<file path="src/hw/hfo_pkg.sv">
package hfo_pkg;

  // ****************************************************************
  // Register map (word aligned, byte addresses)
  // ****************************************************************
  localparam logic [11:0] HFO_FREQ_SELECT_ADDR = 12'h000;
  localparam logic [11:0] HFO_TUNE_ADDR        = 12'h004;
  localparam logic [11:0] HFO_NEXT_OSC_ADDR    = 12'h008;
  localparam logic [11:0] HFO_STATUS_ADDR      = 12'h00c;

  // ****************************************************************
  // Field layout and reset values
  // ****************************************************************
  localparam int          HFO_FREQ_W      = 4;
  localparam int          HFO_TRIM_W      = 6;
  localparam int          HFO_NEXT_OSC_SOURCE_W      = 3;
  localparam int          HFO_NEXT_OSC_SOURCE_LSB    = 4;
  localparam int          HFO_MHZ_W       = 6;
  localparam logic [3:0]  HFO_FREQ_RST    = 4'h6;
  localparam logic [5:0]  HFO_TRIM_RST    = 6'h00;
  localparam logic [2:0]  HFO_NEXT_OSC_SOURCE_RST    = 3'h6;

  // ****************************************************************
  // Next oscillator source codes
  // ****************************************************************
  localparam logic [2:0]  HFO_NEXT_OSC_SOURCE_PLL    = 3'h0;
  localparam logic [2:0]  HFO_NEXT_OSC_SOURCE_HFINT  = 3'h6;

  // ****************************************************************
  // Frequency codes
  // ****************************************************************
  localparam logic [3:0]  HFO_CODE_1M     = 4'h0;
  localparam logic [3:0]  HFO_CODE_2M     = 4'h1;
  localparam logic [3:0]  HFO_CODE_RSV    = 4'h2;
  localparam logic [3:0]  HFO_CODE_4M     = 4'h3;
  localparam logic [3:0]  HFO_CODE_8M     = 4'h4;
  localparam logic [3:0]  HFO_CODE_12M    = 4'h5;
  localparam logic [3:0]  HFO_CODE_16M    = 4'h6;
  localparam logic [3:0]  HFO_CODE_32M    = 4'h7;

endpackage : hfo_pkg

</file>
<file path="src/hw/hfo_ctrl.sv">
// Our own choices: the APB register port and the register offsets.
`timescale 1ns/10ps
module hfo_ctrl
  import hfo_pkg::*;
(
  input  wire logic                  ref_clk_i,
  input  wire logic                  sys_rst_i,
  input  wire logic                  psel_i,
  input  wire logic                  penable_i,
  input  wire logic                  pwrite_i,
  input  wire logic [11:0]           paddr_i,
  input  wire logic [31:0]           pwdata_i,
  output logic      [31:0]           prdata_o,
  output logic                       pready_o,
  output logic                       pslverr_o,
  output logic      [HFO_FREQ_W-1:0] hfint_freq_code_o,
  output logic      [HFO_TRIM_W-1:0] hfint_trim_code_o,
  output logic      [HFO_NEXT_OSC_SOURCE_W-1:0] next_osc_source_o,
  output logic      [HFO_MHZ_W-1:0]  freq_mhz_o,
  output logic                       freq_reserved_o
);

  // ****************************************************************
  // Bus decode
  // ****************************************************************
  logic                  wr_en;
  logic                  rd_en;
  logic                  addr_hit;
  logic [HFO_FREQ_W-1:0] freq_r;
  logic [HFO_TRIM_W-1:0] trim_r;
  logic [HFO_NEXT_OSC_SOURCE_W-1:0] next_osc_source_r;
  logic [HFO_MHZ_W-1:0]  mhz;
  logic                  rsv;
  logic [31:0]           rd_nxt;
  logic [31:0]           prdata_r;
  logic [HFO_MHZ_W-1:0]  mhz_r;
  logic                  rsv_r;

  // Zero-wait slave: every access completes in its first access cycle.
  assign pready_o = 1'b1;
  assign wr_en    = psel_i & penable_i & pwrite_i;
  assign rd_en    = psel_i & ~penable_i & ~pwrite_i;

  always_comb begin
    addr_hit = 1'b1;
    rd_nxt   = 32'h0000_0000;
    unique case (paddr_i)
      HFO_FREQ_SELECT_ADDR: rd_nxt[HFO_FREQ_W-1:0] = freq_r;
      HFO_TUNE_ADDR:        rd_nxt[HFO_TRIM_W-1:0] = trim_r;
      HFO_NEXT_OSC_ADDR:    rd_nxt[HFO_NEXT_OSC_SOURCE_LSB +: HFO_NEXT_OSC_SOURCE_W] = next_osc_source_r;
      HFO_STATUS_ADDR:      rd_nxt[HFO_MHZ_W:0] = {rsv, mhz};
      default:              addr_hit = 1'b0;
    endcase
  end

  assign pslverr_o = psel_i & penable_i & ~addr_hit;

  // ****************************************************************
  // Registers
  // ****************************************************************
  always_ff @(posedge ref_clk_i) begin
    if (sys_rst_i) begin
      freq_r <= HFO_FREQ_RST;
    end else if (wr_en && paddr_i == HFO_FREQ_SELECT_ADDR) begin
      freq_r <= pwdata_i[HFO_FREQ_W-1:0];
    end
  end

  always_ff @(posedge ref_clk_i) begin
    if (sys_rst_i) begin
      trim_r <= HFO_TRIM_RST;
    end else if (wr_en && paddr_i == HFO_TUNE_ADDR) begin
      trim_r <= pwdata_i[HFO_TRIM_W-1:0];
    end
  end

  always_ff @(posedge ref_clk_i) begin
    if (sys_rst_i) begin
      next_osc_source_r <= HFO_NEXT_OSC_SOURCE_RST;
    end else if (wr_en && paddr_i == HFO_NEXT_OSC_ADDR) begin
      next_osc_source_r <= pwdata_i[HFO_NEXT_OSC_SOURCE_LSB +: HFO_NEXT_OSC_SOURCE_W];
    end
  end

  // Read data is captured in setup so it is stable through the access phase.
  always_ff @(posedge ref_clk_i) begin
    if (sys_rst_i) begin
      prdata_r <= 32'h0000_0000;
    end else if (rd_en) begin
      prdata_r <= rd_nxt;
    end
  end

  // ****************************************************************
  // Frequency selection
  // ****************************************************************
  hfo_freq_decode u_decode (
    .hfint_freq_code_i (freq_r),
    .next_osc_source_i (next_osc_source_r),
    .freq_mhz_o        (mhz),
    .freq_reserved_o   (rsv)
  );

  always_ff @(posedge ref_clk_i) begin
    if (sys_rst_i) begin
      mhz_r <= 6'h00;
      rsv_r <= 1'b0;
    end else begin
      mhz_r <= mhz;
      rsv_r <= rsv;
    end
  end

  assign prdata_o          = prdata_r;
  assign hfint_freq_code_o = freq_r;
  assign hfint_trim_code_o = trim_r;
  assign next_osc_source_o = next_osc_source_r;
  assign freq_mhz_o        = mhz_r;
  assign freq_reserved_o   = rsv_r;

endmodule : hfo_ctrl

</file>
<file path="src/hw/hfo_freq_decode.sv">
`timescale 1ns/10ps
module hfo_freq_decode
  import hfo_pkg::*;
(
  input  wire logic [HFO_FREQ_W-1:0] hfint_freq_code_i,
  input  wire logic [HFO_NEXT_OSC_SOURCE_W-1:0] next_osc_source_i,
  output logic      [HFO_MHZ_W-1:0]  freq_mhz_o,
  output logic                       freq_reserved_o
);

  always_comb begin
    freq_mhz_o      = 6'h00;
    freq_reserved_o = 1'b1;
    if (next_osc_source_i == HFO_NEXT_OSC_SOURCE_PLL) begin
      unique case (hfint_freq_code_i)
        HFO_CODE_8M:  begin freq_mhz_o = 6'h10; freq_reserved_o = 1'b0; end
        HFO_CODE_12M: begin freq_mhz_o = 6'h18; freq_reserved_o = 1'b0; end
        HFO_CODE_16M: begin freq_mhz_o = 6'h20; freq_reserved_o = 1'b0; end
        default:      freq_reserved_o = 1'b1;
      endcase
    end else if (next_osc_source_i == HFO_NEXT_OSC_SOURCE_HFINT) begin
      freq_reserved_o = 1'b0;
      if (hfint_freq_code_i[HFO_FREQ_W-1]) begin
        freq_mhz_o = 6'h20;
      end else begin
        unique case (hfint_freq_code_i)
          HFO_CODE_1M:  freq_mhz_o = 6'h01;
          HFO_CODE_2M:  freq_mhz_o = 6'h02;
          HFO_CODE_4M:  freq_mhz_o = 6'h04;
          HFO_CODE_8M:  freq_mhz_o = 6'h08;
          HFO_CODE_12M: freq_mhz_o = 6'h0c;
          HFO_CODE_16M: freq_mhz_o = 6'h10;
          HFO_CODE_32M: freq_mhz_o = 6'h20;
          default:      freq_reserved_o = 1'b1;
        endcase
      end
    end
  end

endmodule : hfo_freq_decode

</file>
<file path="config.mk">
export PLATFORM = sky130hd
export DESIGN_NAME = hfo_ctrl
export DESIGN_NICKNAME = d
export VERILOG_FILES = /design/src/hw/hfo_pkg.sv /design/src/hw/hfo_ctrl.sv /design/src/hw/hfo_freq_decode.sv
export SDC_FILE = /design/constraint.sdc
export NUM_CORES = 1
export LEC_CHECK = 0
export BUFFER_PORTS_ARGS = -buffer_cell sky130_fd_sc_hd__buf_4
export CAP_MARGIN = 20
export CORE_ASPECT_RATIO = 1.25
export CORE_MARGIN = 8
export CORE_UTILIZATION = 37
export CTS_BUF_LIST = sky130_fd_sc_hd__clkbuf_8
export DETAILED_ROUTE_END_ITERATION = 10
export PLACE_DENSITY = 0.74
export SETUP_SLACK_MARGIN = 0.15
export SKIP_CTS_REPAIR_TIMING = 1
export SLEW_MARGIN = 10
export SYNTH_ARGS = -nofsm -noshare
export SYNTH_HDL_FRONTEND = slang
export SYNTH_SLANG_ARGS = --single-unit
</file>
<file path="constraint.sdc">
create_clock -name ref_clk_i -period 1.6 [get_ports ref_clk_i]
set_input_delay 0.32 -clock ref_clk_i [delete_from_list [all_inputs] [get_ports ref_clk_i]]
set_output_delay 0.32 -clock ref_clk_i [all_outputs]
set_load 0.01 [all_outputs]
</file>
Word-level counts from Yosys, hierarchy flattened
Cells that the tools add are included.
{"block": "word_totals", "reg_bits": 27, "latch_bits": 0, "ram_bits": 0, "mem_bits_ro": 0, "memories": 0}
{"block": "classes", "addsub": 0, "multipliers": 0, "div": 0, "n_lt_le_gt_ge": 0, "n_eq_ne": 10, "shift": 0, "muxes": 14, "bitwise_logic": 8, "n_reduce_logical": 9}
{"op": "$pmux 6 s7", "count": 1}
{"op": "$eq 12x4->1 const B", "count": 2}
{"op": "$mux 6", "count": 3}
{"op": "$pmux 6 s3", "count": 1}
{"op": "$eq 4x3->1 const B", "count": 4}
{"op": "$eq 12x3->1 const B", "count": 1}
{"op": "$logic_not 12->1", "count": 1}
{"op": "$pmux 4 s3", "count": 1}
{"op": "$reduce_or 7->1", "count": 1}
{"op": "$mux 1", "count": 6}
{"op": "$pmux 2 s3", "count": 1}
{"op": "$and 1x1->1", "count": 5}
{"op": "$eq 4x1->1 const B", "count": 1}
{"op": "$eq 4x2->1 const B", "count": 1}
{"op": "$logic_not 4->1", "count": 1}
{"op": "$reduce_or 4->1", "count": 1}
{"op": "$eq 3x3->1 const B", "count": 1}
{"op": "$logic_and 1x1->1", "count": 3}
{"op": "$logic_not 3->1", "count": 1}
{"op": "$not 1->1", "count": 3}
{"op": "$reduce_or 3->1", "count": 1}
{"op": "$pmux 1 s2", "count": 1}

Logic depth before layout (Yosys ltp)
{"block": "logic_depth", "word_depth": 7, "depth_mapped": 5}

Modules after synthesis
From an unflattened synthesis, not the netlist that was laid out.
{"block": "unflattened", "cells_unflattened": 184, "hier_area_um2": 1646.6}
{"module": "hfo_ctrl", "n_inst": 1, "cells_each": 160, "area_each_um2": 1473.9, "seq_area_each_um2": 540.5}
{"module": "hfo_freq_decode", "n_inst": 1, "cells_each": 24, "area_each_um2": 172.7, "seq_area_each_um2": 0.0}

Worst setup path after synthesis
No wires, ideal clock.
{"block": "synth_timing", "path_kind": "register to register", "from": "register freq_r[2], in the netlist hfint_freq_code_o[2]", "to": "register prdata_r[5], in the netlist prdata_o[5]", "arrival_ns": 1.463, "required_ns": 1.531, "path_slack_ns": 0.068, "stages_incl_launch_ff": 6, "cell_sequence": "dfxtp_1 -> buf_4 -> or4b_1 -> o32ai_1 -> a21boi_0 -> o21ai_1"}
{"block": "synth_between", "elab_chain_len": 6, "elab_cells_between_ends": 13}
{"element": "start, declared", "line_no": "hfo_ctrl.sv:29", "text": "logic [HFO_FREQ_W-1:0] freq_r;"}
{"element": "start signal, assigned", "line_no": "hfo_ctrl.sv:65", "text": "freq_r <= pwdata_i[HFO_FREQ_W-1:0];"}
{"element": "$eq 4x3->1, or another cell as far along", "line_no": "hfo_freq_decode.sv:26", "text": "unique case (hfint_freq_code_i)"}
{"element": "$pmux 6 s7", "line_no": "hfo_freq_decode.sv:26"}
{"element": "$mux 6", "line_no": "hfo_freq_decode.sv:23", "text": "if (hfint_freq_code_i[HFO_FREQ_W-1]) begin"}
{"element": "$mux 6", "line_no": "hfo_freq_decode.sv:21", "text": "end else if (next_osc_source_i == HFO_NEXT_OSC_SOURCE_HFINT) begin"}
{"element": "$mux 6 *", "line_no": "hfo_freq_decode.sv:14", "text": "if (next_osc_source_i == HFO_NEXT_OSC_SOURCE_PLL) begin"}
{"element": "$pmux 2 s3 *", "line_no": "hfo_ctrl.sv:47", "text": "unique case (paddr_i)"}
{"element": "end signal, assigned", "line_no": "hfo_ctrl.sv:90", "text": "prdata_r <= rd_nxt;"}
{"element": "end, declared", "line_no": "hfo_ctrl.sv:35", "text": "logic [31:0] prdata_r;"}
Every way passes the cells marked *; elsewhere a longest branch is shown, timed or not.
A chain may end at the register's enable or synchronous reset.

Worst setup path after layout
{"block": "layout_timing", "from": "register next_osc_source_r[2], in the netlist next_osc_source_o[2]", "to": "register prdata_r[5], in the netlist prdata_o[5]"}
{"block": "layout_between", "elab_chain_len": 4, "elab_cells_between_ends": 5}
{"element": "start, declared", "line_no": "hfo_ctrl.sv:31", "text": "logic [HFO_NEXT_OSC_SOURCE_W-1:0] next_osc_source_r;"}
{"element": "start signal, assigned", "line_no": "hfo_ctrl.sv:81", "text": "next_osc_source_r <= pwdata_i[HFO_NEXT_OSC_SOURCE_LSB +: HFO_NEXT_OSC_SOURCE_W];"}
{"element": "$eq 3x3->1", "line_no": "hfo_freq_decode.sv:21"}
{"element": "$mux 6", "line_no": "hfo_freq_decode.sv:21"}
{"element": "$mux 6 *", "line_no": "hfo_freq_decode.sv:14"}
{"element": "$pmux 2 s3 *", "line_no": "hfo_ctrl.sv:47"}
Marked as above.

==> run_results.csv <==
group,metric,value,unit
drt,dr.pass1.iters,5,
worst_hold_path,min_path_type,"in -> reg",
drt,route.vias.total,1367,
timing,setup_slack,0.1436,ns
finish,nFillCells,391,
grt,grt_pass1_wl,6.216,mm
logic_synthesis,yosysSeqAreaShare,35.88,%
grt,grt_overflow_total,0,
logic_synthesis,syn_area,0.001506,mm^2
drt,postRouteAntennaNets,0,
logic_synthesis,syn_area_per_cell,9.021,um^2
drt,drt_first_iter_violations,70,
cts,clock_latency,0.27,ns
power_and_ir_drop,p_per_area,585.3,mW/mm^2
cts,cts.sinks,27,
finish,fin_util,52.03,%
die,core_area,0.004001,mm^2
cts,htreeDepth,1,
setup_path,cpMaxStageDelayCell,"or4b_4",
timing,finalSetupTns,0,ns
power_and_ir_drop,ir_drop,0.2864,mV
cts,cts_buffers,3,
timing,timing.hold.ws,0.2536,ns
setup_path,slowest_delay,0.58,ns
logic_synthesis,async_reset_ff_share,0,%
logic_synthesis,yosysWarnings,0,
logic_synthesis,synth-edff-count,0,
grt,track_usage,12.16,%
setup_path,regToRegStartpoint,"next_osc_source_o[2]",
finish,areaGrowthSynthToFinish,38.21,%
finish,multiInputGateArea,867.1,um^2
finish,regArea,544.3,um^2
logic_synthesis,synth_seq_cells,27,
die,io_pins,103,
die,rows,26,
logic_synthesis,synth.area.top_cells,"dfxtp_1, buf_4, mux2i_1, nor2_1, nor4_4",
setup_path,path_class,"reg -> reg",
grt,grt_pass1_vias,1428,
placement,numPortBuffers,51,
placement,dp_hpwl,3.197,mm
die,die_area,0.006382,mm^2
setup_path,worst-path-max-fanout,2,
drt,routed_wl,4.009,mm
cts,clk_transition_reported_paths,0.09,ns
grt,grt_max_degree,22,
logic_synthesis,synth_area_leader_cell,"dfxtp_1",
die,die_y,87.34,um
logic_synthesis,synth_top_area_share,35.88,%
timing,fin_skew,0.002671,ns
setup_path,critPathLaunchType,"flip-flop",
die,die_x,73.07,um
finish,drive_above_1_share,37.39,%
setup_path,path_cells,"or4b_4, o32ai_4, a21boi_1, o21ai_1",
timing,finalHoldViolations,0,
setup_path,worst-r2r-cell-count,4,
timing,setup_viol,0,
timing,slew_violations,0,
setup_path,startpoint,"next_osc_source_o[2]",
placement,place.gp.congestion,0.8518,
cts,root_buffer,"clkbuf_8",
timing,finalCritPeriodShare,91.02,%
grt,antenna_found_initial,0,
setup_path,endpoint,"prdata_o[5]",
logic_synthesis,synthCells,167,
timing,post-route-min-period,1.456,ns
setup_path,cp.required,1.81,ns
finish,diodes,0,
placement,pre_cts_slack,0.00004885,ns
setup_path,arrival,1.67,ns
timing,rsz0062_at_grt,"true",
logic_synthesis,ys_types,40,
timing,fmax,0.6866,GHz
cts,clk_path_buf_depth,2,
die,initial_core_util,37.65,%
setup_path,r2r_setup_slack,0.14,ns
run_status,status,"completed",
drt,drc,0,
setup_path,r2r_end,"prdata_o[5]",
logic_synthesis,synth-main-ff-cell,"dfxtp_1",
setup_path,cp-end-kind,"flip-flop",
cts,cts_tree,"yes",
job,maxCapViolations,0,
drt,vias_per_cell,4.780,
finish,nets,280,
drt,wl_per_cell,14.02,um
worst_hold_path,hold_depth,2,
power_and_ir_drop,cellLeakagePower,0.9635,nW
==> placed cells by master (no fill, tap or decap), drive strengths merged, types with 2 or more instances in the layout <==
cell    netlist  final
a211o         4      4
a21boi        2      2
a21oi         3      3
a22o          4      4
a22oi         4      4
a31oi         2      2
and2          2      2
buf          29     67
clkbuf        3      3
conb          2     26
dfxtp        27     27
inv           5      5
mux2i         9      9
nand2         6      6
nand4         6      6
nor2         21     21
nor2b         5      5
nor3          5      5
nor3b         2      2
nor4          3      3
nor4b         2      2
o21ai         4      4
o22ai         2      2
o32ai         3      3
==> final cells by class <==
type | instances | share of cell area [%]
Multi-Input combinational cell | 127 | 41.65
Tap cell | 56 | 3.365
Clock inverter | 1 | 0.2404
Clock buffer | 3 | 1.983
Inverter | 5 | 0.9014
Timing Repair Buffer | 67 | 25.72
Sequential cell | 27 | 26.14
==> critical path: cells and delay by family (launching register included) <==
kind	cells	cell delay, ns
AND/OR/NAND/NOR	1	0.58
flip-flops	1	0.32
AO/OA/AOI/OAI	3	0.50
==> synthesized netlist by cell type (4+ instances only) <==
library cell   n
a211o_1        4
a22o_1         4
a22oi_1        4
buf_4         28
dfxtp_1       27
inv_1          5
mux2i_1        9
nand2_1        6
nand4_1        4
nor2_1        21
nor2b_1        5
nor3_1         5
==> report_power, final <==
part | total (mW) | internal (mW) | switching [mW] | leakage, nW
logic | 0.156 | 0.0661 | 0.0900 | 0.721
registers | 0.673 | 0.673 | 0.000355 | 0.217
clock network | 0.390 | 0.175 | 0.215 | 0.0255
total | 1.22 | 0.914 | 0.305 | 0.964
==> metal layers <==
metal	share of wire (%)	wire length [um]	vias to the layer above	track usage [%]
li1	-	-	678	-
met1	38	1512	633	11.75
met5	0	0	-	0
met2	54	2149	49	23.23
met4	1.8	74	0	6.022
met3	6.8	272	7	2.650
==> kinds of logic after synthesis <==
family          Yosys count  share of synthesized area [%]
compound gates           33                          16.36
xor+xnor                  1                         0.5815
buf+inv                  37                          16.20
flops                    27                          35.88
mux                       9                          5.980
other cells               2                         0.4985
simple gates             58                          24.50
==> state kept, by name (all words and copies together) (netlist names) <==
signal	cells
hfint_freq_code_o	4
freq_reserved_o	1
prdata_o	7
freq_mhz_o	6
next_osc_source_o	3
hfint_trim_code_o	6
==> metrics by stage <==
| stage | std cells | power (mW) | area [um^2] |
|---|---|---|---|
| floorplan | 191 | 0.8034 | 1628 |
| global placement | 279 | 0.8313 | 1949 |
| detailed placement | 279 | 0.8329 | 1949 |
| CTS | 283 | 1.207 | 1996 |
| global route | 286 | 1.253 | 2082 |
| finish | 286 | 1.219 | 2082 |
==> worst min-delay path by stage <==
stage	endpoint	start
2_1_floorplan	next_osc_source_o[1]	pwdata_i[5]
3_3_place_gp	prdata_o[5]	prdata_o[5]
3_5_place_dp	prdata_o[5]	prdata_o[5]
4_1_cts	next_osc_source_o[1]	pwdata_i[5]
5_1_grt	next_osc_source_o[1]	pwdata_i[5]
6_report	next_osc_source_o[1]	pwdata_i[5]
Power figures use the tool's default switching activity.
